**src/include/ssp_regs.vh**
```
// Purpose: Constants for the serial and status pin control block.
// Assumes: Included by the design files by bare name.
// Notes: Definitions only.
`ifndef SSP_REGS_VH
`define SSP_REGS_VH

// ****************************************
// Status output select codes
// ****************************************
`define SSP_SEL_OPERATE 2'h0
`define SSP_SEL_BUS_POWER 2'h1
`define SSP_SEL_BUS_ACTIVITY 2'h2
`define SSP_SEL_SOF 2'h3

// ****************************************
// I/O pin register layout
// ****************************************
`define SSP_IO_GPIN_MSB 7
`define SSP_IO_GPIN_LSB 4
`define SSP_IO_GPOUT_MSB 3
`define SSP_IO_GPOUT_LSB 0
`define SSP_IO_RESET 8'h00

// ****************************************
// Clocking and serial bit count
// ****************************************
// Rate constants are sized to the accumulator, so its arithmetic keeps a single width.
`define SSP_CLK_MHZ 9'h0FA
`define SSP_REF_MHZ 9'h00C
`define SSP_ACC_W 9
`define SSP_BIT_CNT_W 3
`define SSP_BIT_LAST 3'h7

`endif

```
**src/rtl/ssp_pin_ctrl.v**
```verilog
// Purpose: Pin-level control of the serial slave, multiplexed status output, interrupt pin,
//          bus power detection and general-purpose inputs.
// Assumes: All pins come from outside the clk domain; the serial clock is far slower than clk.
// Notes: The command protocol and register map live elsewhere; this block serves their pins.
`timescale 1ns/1ps
`include "ssp_regs.vh"

// Contract
// RL1: Drive output data pin only in full-duplex while selected; otherwise float it.
// RL2: Half-duplex uses the input pin bidirectionally; device drives it during read bytes.
// RL3: Status output shows operate, bus power, bus activity or SOF by two select bits.
// RL4: Edge interrupt mode drives the interrupt pin push-pull with selectable polarity.
// RL5: Level interrupt mode is open-drain, pulled low while an interrupt is asserted.
// RL6: Interrupt pin signals only once the interrupt pin enable bit is set.
// RL7: Report appearance and loss of bus power by events and a status bit.
// RL8: General input pin states read back in bits seven to four of I/O register.
// RL9: Writes to the general input bit positions are ignored.
// RL10: Internal timing derives from a 12 MHz reference.
// RL11: Slave select high deselects the interface and ignores serial clock edges.
// RL12: Sample input data on rising serial clock, change output on falling edge.
// RL13: Interrupt pin stays inactive while the enable bit is cleared.
module ssp_pin_ctrl #(
  parameter GPIN_W = 4
) (
  // Clock, reset, enable
  input wire clk,
  input wire rstn,
  input wire ce,

  // Serial link pins
  input wire sclk,
  input wire ss_n,
  input wire mosi_in,
  output reg mosi_out,
  output reg mosi_oe_n,
  output reg miso_out,
  output reg miso_oe_n,

  // Serial byte side
  input wire [7:0] tx_data,
  input wire hd_read_byte,
  output reg [7:0] rx_byte,
  output reg rx_valid,
  output reg tx_next,
  output reg selected,

  // Configuration
  input wire full_duplex,
  input wire status_select_high,
  input wire status_select_low,
  input wire interrupt_pin_enable,
  input wire int_level_mode,
  input wire int_pos_polarity,

  // Internal status sources
  input wire operate,
  input wire bus_activity,
  input wire sof_pulse,
  input wire irq_pending,

  // Status and interrupt pins
  output reg multiplexed_status_output,
  output reg int_out,
  output reg int_oe_n,

  // Bus power
  input wire bus_power_comparator_input,
  output reg bus_power_detect,
  output reg bus_power_on_event,
  output reg bus_power_off_event,

  // General-purpose inputs and I/O register
  input wire [GPIN_W-1:0] general_input,
  input wire io_wr,
  input wire [7:0] io_wr_data,
  output reg [7:0] io_rd_data,
  output reg [3:0] general_output,

  // Reference tick
  output reg ref_tick
);

  // ****************************************
  // Pin synchronisers
  // ****************************************
  // The first stage is read only by the second; edges compare stages two and three.
  // Reset values match the idle pin levels, so no false edge or select follows reset.
  reg sclk_s1_r;
  reg sclk_s2_r;
  reg sclk_s3_r;
  reg ss_s1_r;
  reg ss_s2_r;
  reg ss_s3_r;
  reg mosi_s1_r;
  reg mosi_s2_r;
  reg vb_s1_r;
  reg vb_s2_r;
  reg [GPIN_W-1:0] gp_s1_r;
  reg [GPIN_W-1:0] gp_s2_r;

  always @(posedge clk or negedge rstn) begin
    if (!rstn) begin
      sclk_s1_r <= 1'b0;
      sclk_s2_r <= 1'b0;
      sclk_s3_r <= 1'b0;
      ss_s1_r <= 1'b1;
      ss_s2_r <= 1'b1;
      ss_s3_r <= 1'b1;
      mosi_s1_r <= 1'b0;
      mosi_s2_r <= 1'b0;
      vb_s1_r <= 1'b0;
      vb_s2_r <= 1'b0;
      gp_s1_r <= {GPIN_W{1'b1}};
      gp_s2_r <= {GPIN_W{1'b1}};
    end else if (ce) begin
      sclk_s1_r <= sclk;
      sclk_s2_r <= sclk_s1_r;
      sclk_s3_r <= sclk_s2_r;
      ss_s1_r <= ss_n;
      ss_s2_r <= ss_s1_r;
      ss_s3_r <= ss_s2_r;
      mosi_s1_r <= mosi_in;
      mosi_s2_r <= mosi_s1_r;
      vb_s1_r <= bus_power_comparator_input;
      vb_s2_r <= vb_s1_r;
      gp_s1_r <= general_input;
      gp_s2_r <= gp_s1_r;
    end
  end

  wire active = ~ss_s2_r;
  wire ss_fall = ss_s3_r & ~ss_s2_r;
  wire sclk_rise = active & ~sclk_s3_r & sclk_s2_r; // RL11
  wire sclk_fall = active & sclk_s3_r & ~sclk_s2_r; // RL11

  // ****************************************
  // Serial shifter
  // ****************************************
  // A partial byte is dropped when select rises; the count restarts with the next frame.
  reg [`SSP_BIT_CNT_W-1:0] bit_cnt_r;
  reg [7:0] rx_sh_r;
  reg [7:0] tx_sh_r;
  reg hd_drive_r;

  always @(posedge clk or negedge rstn) begin
    if (!rstn) begin
      bit_cnt_r <= {`SSP_BIT_CNT_W{1'b0}};
      rx_sh_r <= 8'h00;
      tx_sh_r <= 8'h00;
      rx_byte <= 8'h00;
      rx_valid <= 1'b0;
      tx_next <= 1'b0;
      hd_drive_r <= 1'b0;
    end else if (ce) begin
      rx_valid <= 1'b0;
      tx_next <= 1'b0;
      if (!active) begin
        bit_cnt_r <= {`SSP_BIT_CNT_W{1'b0}}; // RL11
        hd_drive_r <= 1'b0;
      end else if (ss_fall) begin
        bit_cnt_r <= {`SSP_BIT_CNT_W{1'b0}};
        tx_sh_r <= tx_data;
        hd_drive_r <= hd_read_byte;
      end else if (sclk_rise) begin
        rx_sh_r <= {rx_sh_r[6:0], mosi_s2_r}; // RL12
        bit_cnt_r <= bit_cnt_r + 1'b1;
        if (bit_cnt_r == `SSP_BIT_LAST) begin
          rx_byte <= {rx_sh_r[6:0], mosi_s2_r};
          rx_valid <= 1'b1;
          tx_next <= 1'b1;
        end
      end else if (sclk_fall) begin
        if (bit_cnt_r == {`SSP_BIT_CNT_W{1'b0}}) begin
          tx_sh_r <= tx_data; // RL12
          hd_drive_r <= hd_read_byte; // RL2
        end else begin
          tx_sh_r <= {tx_sh_r[6:0], 1'b0}; // RL12
        end
      end
    end
  end

  // ****************************************
  // Data pin drivers
  // ****************************************
  // Enables are active low: low means this block drives the pin.
  // Both data pins carry the same shifter bit; only the enables decide which one is driven.
  always @(posedge clk or negedge rstn) begin
    if (!rstn) begin
      miso_out <= 1'b0;
      miso_oe_n <= 1'b1;
      mosi_out <= 1'b0;
      mosi_oe_n <= 1'b1;
      selected <= 1'b0;
    end else if (ce) begin
      selected <= active;
      miso_out <= tx_sh_r[7];
      miso_oe_n <= ~(full_duplex & active); // RL1
      mosi_out <= tx_sh_r[7];
      mosi_oe_n <= ~(~full_duplex & active & hd_drive_r); // RL2
    end
  end

  // ****************************************
  // Status mux and interrupt pin
  // ****************************************
  // The enable gate sits before the pin logic, so a pending event never leaks while disabled.
  wire irq_act = interrupt_pin_enable & irq_pending; // RL6 RL13
  reg mux_sel;

  always @* begin
    case ({status_select_high, status_select_low}) // RL3
      `SSP_SEL_OPERATE: mux_sel = operate;
      `SSP_SEL_BUS_POWER: mux_sel = bus_power_detect;
      `SSP_SEL_BUS_ACTIVITY: mux_sel = bus_activity;
      `SSP_SEL_SOF: mux_sel = sof_pulse;
      default: mux_sel = operate;
    endcase
  end

  always @(posedge clk or negedge rstn) begin
    if (!rstn) begin
      multiplexed_status_output <= 1'b0;
      int_out <= 1'b0;
      int_oe_n <= 1'b1;
    end else if (ce) begin
      multiplexed_status_output <= mux_sel; // RL3
      // In level mode the pin is only ever pulled low or released, never driven high.
      if (int_level_mode) begin
        int_out <= 1'b0; // RL5
        int_oe_n <= ~irq_act; // RL5
      end else begin
        int_out <= int_pos_polarity ? irq_act : ~irq_act; // RL4
        int_oe_n <= 1'b0; // RL4
      end
    end
  end

  // ****************************************
  // Bus power detection
  // ****************************************
  // Events are one-cycle pulses; a sticky flag belongs to the register file that reads them.
  always @(posedge clk or negedge rstn) begin
    if (!rstn) begin
      bus_power_detect <= 1'b0;
      bus_power_on_event <= 1'b0;
      bus_power_off_event <= 1'b0;
    end else if (ce) begin
      bus_power_detect <= vb_s2_r; // RL7
      bus_power_on_event <= vb_s2_r & ~bus_power_detect; // RL7
      bus_power_off_event <= ~vb_s2_r & bus_power_detect; // RL7
    end
  end

  // ****************************************
  // I/O pin register
  // ****************************************
  // Only the output half is storage; the input half always mirrors the pins.
  // Write data is forwarded to the read half at once, so a read just after a write sees it.
  always @(posedge clk or negedge rstn) begin
    if (!rstn) begin
      general_output <= 4'h0;
      io_rd_data <= `SSP_IO_RESET;
    end else if (ce) begin
      if (io_wr) begin
        general_output <= io_wr_data[`SSP_IO_GPOUT_MSB:`SSP_IO_GPOUT_LSB]; // RL9
      end
      io_rd_data[`SSP_IO_GPIN_MSB:`SSP_IO_GPIN_LSB] <= gp_s2_r[3:0]; // RL8
      io_rd_data[`SSP_IO_GPOUT_MSB:`SSP_IO_GPOUT_LSB] <= io_wr ?
        io_wr_data[`SSP_IO_GPOUT_MSB:`SSP_IO_GPOUT_LSB] : general_output;
    end
  end

  // ****************************************
  // Reference tick
  // ****************************************
  // A fractional accumulator gives an average 12 MHz tick; single ticks jitter by one clk.
  // ce also stalls the accumulator, so the rate is 12 ticks per 250 enabled cycles.
  reg [`SSP_ACC_W-1:0] acc_r;
  reg [`SSP_ACC_W-1:0] acc_nxt;
  reg tick_nxt;
  wire [`SSP_ACC_W-1:0] acc_sum = acc_r + `SSP_REF_MHZ;

  // The wrap test is on the sum, so the accumulator never holds a value at or above the wrap point.
  always @* begin
    acc_nxt = acc_sum;
    tick_nxt = 1'b0;
    if (acc_sum >= `SSP_CLK_MHZ) begin
      acc_nxt = acc_sum - `SSP_CLK_MHZ; // RL10
      tick_nxt = 1'b1;
    end
  end

  always @(posedge clk or negedge rstn) begin
    if (!rstn) begin
      acc_r <= {`SSP_ACC_W{1'b0}};
      ref_tick <= 1'b0;
    end else if (ce) begin
      acc_r <= acc_nxt;
      ref_tick <= tick_nxt;
    end
  end

endmodule

```
**config.mk**
```make
export PLATFORM = sky130hd
export DESIGN_NAME = ssp_pin_ctrl
export DESIGN_NICKNAME = d
export VERILOG_FILES = /design/src/rtl/ssp_pin_ctrl.v
export VERILOG_INCLUDE_DIRS = /design/src /design/src/include
export SDC_FILE = /design/constraint.sdc
export NUM_CORES = 1
export LEC_CHECK = 0
export BUFFER_PORTS_ARGS = -buffer_cell sky130_fd_sc_hd__buf_2
export CAP_MARGIN = 20
export CORE_MARGIN = 3
export CORE_UTILIZATION = 35
export DETAILED_ROUTE_END_ITERATION = 10
export SYNTH_ARGS = -nofsm -noshare
export SYNTH_HDL_FRONTEND = slang
export SYNTH_SLANG_ARGS = --single-unit
```
**constraint.sdc**
```tcl
create_clock -name clk -period 5.8 [get_ports clk]
set_input_delay 0.58 -clock clk [delete_from_list [all_inputs] [get_ports clk]]
set_output_delay 0.58 -clock clk [all_outputs]
set_load 0.01 [all_outputs]
```
==> results of run 1 <==
critical path: cells and delay by family:
kind	cells	cell delay, ns
buffers and inverters	3	0.78
multiplexers	1	0.41
AND/OR/NAND/NOR	3	1.28
where the power goes:
group	switching (mW)	internal, mW	total [mW]
registers	0.0977	0.632	0.729
clock network	0.191	0.211	0.402
logic	0.297	0.246	0.544
synthesized netlist by cell type, drive strengths merged:
master | instances | area [µm²]
or4 | 1 | 7.510
mux2 | 45 | 506.7
nor2 | 14 | 52.55
o211ai | 1 | 7.510
o21ai | 19 | 102.6
or3b | 1 | 8.760
nor2b | 3 | 18.77
a22o | 3 | 26.28
o2bb2ai | 2 | 17.52
a21o | 1 | 7.510
nand2 | 22 | 82.58
a221oi | 1 | 15.01
xnor2 | 4 | 35.03
a31o | 1 | 8.760
dfstp | 14 | 367.9
and2 | 2 | 15.02
a211o | 1 | 8.760
dfrtp | 59 | 1476
mux4 | 1 | 22.52
a21oi | 5 | 28.78
nor3 | 1 | 5.000
nand2b | 1 | 6.260
o22ai | 2 | 12.51
nor4b | 1 | 8.760
nand4 | 1 | 12.51
nand3 | 4 | 20.02
a22oi | 1 | 7.510
a211oi | 2 | 15.01
mux2i | 9 | 90.09
nor4 | 1 | 6.260
and3 | 2 | 12.51
or2 | 1 | 6.260
ha | 8 | 100.1
o31ai | 3 | 22.52
o2111ai | 2 | 17.52
inv | 18 | 67.56
a31oi | 7 | 43.79
xor2 | 1 | 8.760
or3 | 1 | 6.260
nand3b | 2 | 15.01
clkbuf | 2 | 7.510
buf | 14 | 88.83
final timing paths:
check / end / from / depth (start not counted) / slack (ns)
worst min register to register: mosi_oe_n$_DFFE_PN1P_ / hd_drive_r$_DFFE_PN0P_ / 1 / 0.47
worst max register to register: acc_r[2]$_DFFE_PN0P_ / acc_r[2]$_DFFE_PN0P_ / 8 / 3.06
worst min-delay path: acc_r[7]$_DFFE_PN0P_ / rstn / 1 / 0.35
min in group clk: miso_oe_n$_DFFE_PN1P_ / full_duplex / 2 / 0.38
worst max-delay path: rx_byte[6]$_DFFE_PN0P_ / ce / 7 / 2.93
max in group asynchronous: acc_r[6]$_DFFE_PN0P_ / rstn / 1 / 4.86
final cells by class:
class | count | share of cell area, %
timing repair buffer | 69 | 8.725
inverter | 18 | 1.683
sequential | 73 | 45.93
tap | 129 | 4.020
clock buffer | 10 | 3.428
clock inverter | 6 | 1.620
multi-input combinational | 177 | 34.59
stage by stage:
step / hold slack [ns] / instance area, µm² / std cells
after CTS: 0.3603 / 4015 / 482
final: 0.3485 / 4015 / 482
after global routing: 0.3658 / 4015 / 482
after global placement: 0.4550 / 3812 / 466
after detailed placement: 0.4592 / 3812 / 466
after floorplan: 0.2844 / 3397 / 284
logic make-up after synthesis:
kind of cell    after synthesis  share of synthesized area [%]
simple gates                 58                          8.361
compound gates               51                          10.06
fa+ha+maj                     8                          2.947
flops                        73                          54.29
xor+xnor                      5                          1.289
mux                          55                          18.23
buf+inv                      34                          4.825
sequential cells by signal (all words and copies together) (netlist names), 3 cells and up:
name and flops:
acc_r 8, rx_byte 8, gp_s1_r 4, rx_sh_r 7, bit_cnt_r 3, io_rd_data 8
gp_s2_r 4, tx_sh_r 8
routing by layer:
layer,track usage (%),vias to the layer above,wire (µm)
li1,-,1129,-
met1,15.91,1142,2917
met2,19.00,36,3050
met3,3.724,8,248
met4,4.558,0,85
met5,0,-,0
==> impl_metrics.ini, run 1 <==
[global_routing]
grt_max_degree = 74
grt_pass1_vias = 2248
antenna_found_initial = 0
grt_pass1_wl_mm = 10.83
grt_overflow = 0
track_usage_pct = 12.18

[drt]
viasPerCell = 4.803
finalWirelength_mm = 6.302
ant_nets = 0
wl_per_cell_um = 13.07
drt_iter0_drc = 94
drc = 0
drt_pass1_iterations = 4
num_vias = 2315

[sta]
setup_viol = 0
hold_viol_final = 0
maxSlewViolCount = 0
period_share_pct = 49.54
slew_headroom_pct = 34.49
finalWorstSetupSlack_ns = 2.927
rsz0062_at_grt = false
tightest_slew_ns = 0.9761
min_period_ns = 2.873
fin_tns_setup_ns = 0
finClkSkew_ns = 0.01257
max_clock_freq_mhz = 348.0

[hold_path]
hold_path_class = in2async

[die]
die_h_um = 104.5
die-area_mm2 = 0.01092
start_util_pct = 36.42
rows = 35
core_area_mm2 = 0.009328
dieWidth_um = 104.5
ioPinCount = 73

[pwr]
ir_worst_vdd_mv = 0.1277
power.density_mw_per_mm2 = 417.1
leakagePower_nw = 1.916
p_total_mw = 1.675

[clock_tree]
clk_path_buf_depth = 2
cts_hold_buf = 0
clock_sinks = 73
cts_tree = yes
path_clk_slew_ns = 0.08
ctsRootBufferMaster = clkbuf_8
ctsResizeCount = 0
post_cts_buffers = 0
h-tree-depth = 3
numCtsBuffers = 9
clk_latency_ns = 0.34

[flow_run]
maxCapViolations = 0

[final_layout]
fin_util_pct = 43.04
fillerInstances = 888
diodes = 0
multiInputGateArea_mm2 = 0.001389
regArea_mm2 = 0.001844
final_cell_mix = buf_2 (67), dfrtp_1 (59), mux2_2 (33)
drive_above_1_share_pct = 39.66
nNetsFinal = 395
synthToLayoutAreaGrowth_pct = 18.20
final_common_cell = buf_2

[status]
status = finished clean

[logic_synthesis]
synth.distinct_cells = 51
synth_cells = 284
ys_ff_latch = 73
ys_seq_area_share_pct = 54.29
synth.avg_cell_area_um2 = 11.96
syn_nets = 331
syn_area_mm2 = 0.003397
ys.warnings.count = 0

[setup_path]
arrival_ns = 3.09
cpPeakStageDelay_ns = 0.52
critPathRequiredTime_ns = 6.02
crit_path_cell_trace = buf_2 -> buf_4 -> inv_2 -> nor2_1 -> and3_1 -> nand2_1 -> mux2_1
criticalPathCategory = in2reg
critPathMaxFanout = 54
critPathCaptureType = register
cp_slowest_cell = and3_1
start_kind = input pin

[place]
dp_slack_ns = 2.496
io_buffers = 68
dp_hpwl_mm = 4.426
place.gp.congestion = 0.8085
Note: power is estimated with default switching activity, not from simulation.
==> run 2: changes to the inputs <==
- clock period: 5.8 -> 2.4 ns (I/O delays scaled with it)
==> run 2 against run 1 <==
- clock skew fell by 0.0024 ns
- highest routed layer unchanged
- utilization rose by 0.25 points
- non-clock buffer count rose by 5
- critical path type is now reg2reg
- global-route usage rose by 0.54 points
- first-iteration DRC count fell by 16%
- total power rose by 140%
- critical endpoint is now acc_r[2]$_DFFE_PN0P_
- sequential share of layout area fell by 0.27 points
- the flow now finishes with violations (hold timing)
- largest power group unchanged
==> impl_metrics.ini, run 2 (synthesis results as in run 1) <==
[global_routing]
antenna_found_initial = 0
grt_max_degree = 74
grt_overflow = 0
grt_pass1_wl_mm = 11.21
grt_pass1_vias = 2333
track_usage_pct = 12.72

[final_layout]
diodes = 0
final_common_cell = buf_2
drive_above_1_share_pct = 40.50
nNetsFinal = 400
synthToLayoutAreaGrowth_pct = 18.89
final_cell_mix = buf_2 (67), dfrtp_1 (59), mux2_2 (33)
post-route-cell-area_mm2 = 0.004039

[setup_path]
cp_slowest_cell = dfrtp_1
arrival_ns = 2.46
critPathMaxFanout = 6
criticalPathCategory = reg2reg
cpPeakStageDelay_ns = 0.38
start_kind = register
critPathRequiredTime_ns = 2.68
critPathCaptureType = register
crit_path_cell_trace = inv_1 -> ha_1 -> or3b_1 -> a21oi_2 -> a221oi_2 -> o21ai_2 -> mux2_1 -> mux2i_1

[drt]
wl_per_cell_um = 13.15
drt_pass1_iterations = 4
wl_met3_um = 307
dr_wl_met2_mm = 3.070
top_layer = met4
drc = 0
num_vias = 2315
ant_nets = 0
wl_met1_mm = 2.887
drt_iter0_drc = 79
finalWirelength_mm = 6.405
viasPerCell = 4.754

[die]
dieWidth_um = 104.5
ioPinCount = 73
start_util_pct = 36.42
die_h_um = 104.5
rows = 35
die-area_mm2 = 0.01092
core_area_mm2 = 0.009328

[place]
post_dp_cell_area_mm2 = 0.003842
place.gp.congestion = 0.7657
io_buffers = 68
dp_hpwl_mm = 4.384
dp_slack_ns = 0.2344

[sta]
max_clock_freq_mhz = 457.5
finClkSkew_ns = 0.01018
setup_viol = 0
fin_tns_setup_ns = 0
tightest_slew_ns = 0.9921
slew_headroom_pct = 33.86
period_share_pct = 91.08
rsz0062_at_grt = false
finalWorstSetupSlack_ns = 0.2140
hold_viol_final = 11
maxSlewViolCount = 0
min_period_ns = 2.186
whs_ns = -0.009113

[clock_tree]
cts_tree = yes
clock_sinks = 73
path_clk_slew_ns = 0.08
numCtsBuffers = 9
ctsResizeCount = 0
h-tree-depth = 3
clk_path_buf_depth = 2
post_cts_buffers = 0
ctsRootBufferMaster = clkbuf_8
cts_hold_buf = 0
clk_latency_ns = 0.35

[status]
status = complete, but fails checks
failed_checks = hold timing

[pwr]
pwr-share-seq_pct = 42.8
p_comb_share_pct = 34.6
power.density_mw_per_mm2 = 1001
leakagePower_nw = 1.931
switching_share_pct = 36.26
ir_worst_vdd_mv = 0.3774
p_sw_mw = 1.467
clockPowerShare_pct = 22.6
p_int_mw = 2.578

[hold_path]
hold_path_class = in2async

[flow_run]
maxCapViolations = 0
## run 2: power groups by stage
stage	clock [mW]	sequential, mW	combinational, mW
final	0.916	1.73	1.40
after global routing	1.00	1.78	1.57
after CTS	0.951	1.74	1.40
after detailed placement	0	1.76	1.40
after global placement	0	1.75	1.36
after floorplan	0	1.75	1.04
## run 2: per-stage QoR
step           hold WS (ns)  power, mW  std cells  utilization (%)
4_1_cts             0.01503      4.089        486            43.22
3_5_place_dp         0.3979      3.156        470            41.19
3_3_place_gp         0.3944      3.107        470            41.19
6_report          -0.009113      4.044        487            43.30
2_1_floorplan      -0.05559      2.792        284                -
5_1_grt             0.02466      4.360        487            43.30
## run 2: critical path: cells and delay by family, from the launching register on
family	cells	cell delay [ns]
adder cells (fa/ha/maj)	1	0.26
AO/OA/AOI/OAI	3	0.51
AND/OR/NAND/NOR	1	0.38
multiplexers	2	0.48
buffers and inverters	1	0.10
flip-flops	1	0.38
## run 2: worst paths after layout
| path | from | endpoint | slack [ns] | cells after the start |
|---|---|---|---|---|
| max | acc_r[2]$_DFFE_PN0P_ | acc_r[2]$_DFFE_PN0P_ | 0.21 | 8 |
| min | rstn | acc_r[5]$_DFFE_PN0P_ | -0.009 | 1 |
| max reg2reg | acc_r[2]$_DFFE_PN0P_ | acc_r[2]$_DFFE_PN0P_ | 0.21 | 8 |
| min reg2reg | hd_drive_r$_DFFE_PN0P_ | mosi_oe_n$_DFFE_PN1P_ | 0.47 | 1 |
| max in group asynchronous | rstn | ref_tick$_DFFE_PN0P_ | 1.76 | 1 |
| min in group clk | full_duplex | miso_oe_n$_DFFE_PN1P_ | 0.03 | 2 |
## run 2: final cells by class
type | instances | area (µm²)
Multi-Input combinational cell | 177 | 1389
Inverter | 18 | 67.56
Clock inverter | 6 | 51.30
Timing Repair Buffer | 74 | 387.9
Tap cell | 129 | 161.4
Fill cell | 874 | 5289
Clock buffer | 10 | 137.6
Sequential cell | 73 | 1844
## run 2: metal layers
| layer | global-route usage [%] | vias to the layer above |
|---|---|---|
| li1 | - | 1141 |
| met1 | 15.69 | 1120 |
| met2 | 20.34 | 44 |
| met3 | 4.655 | 10 |
| met4 | 4.748 | 0 |
| met5 | 0 | - |
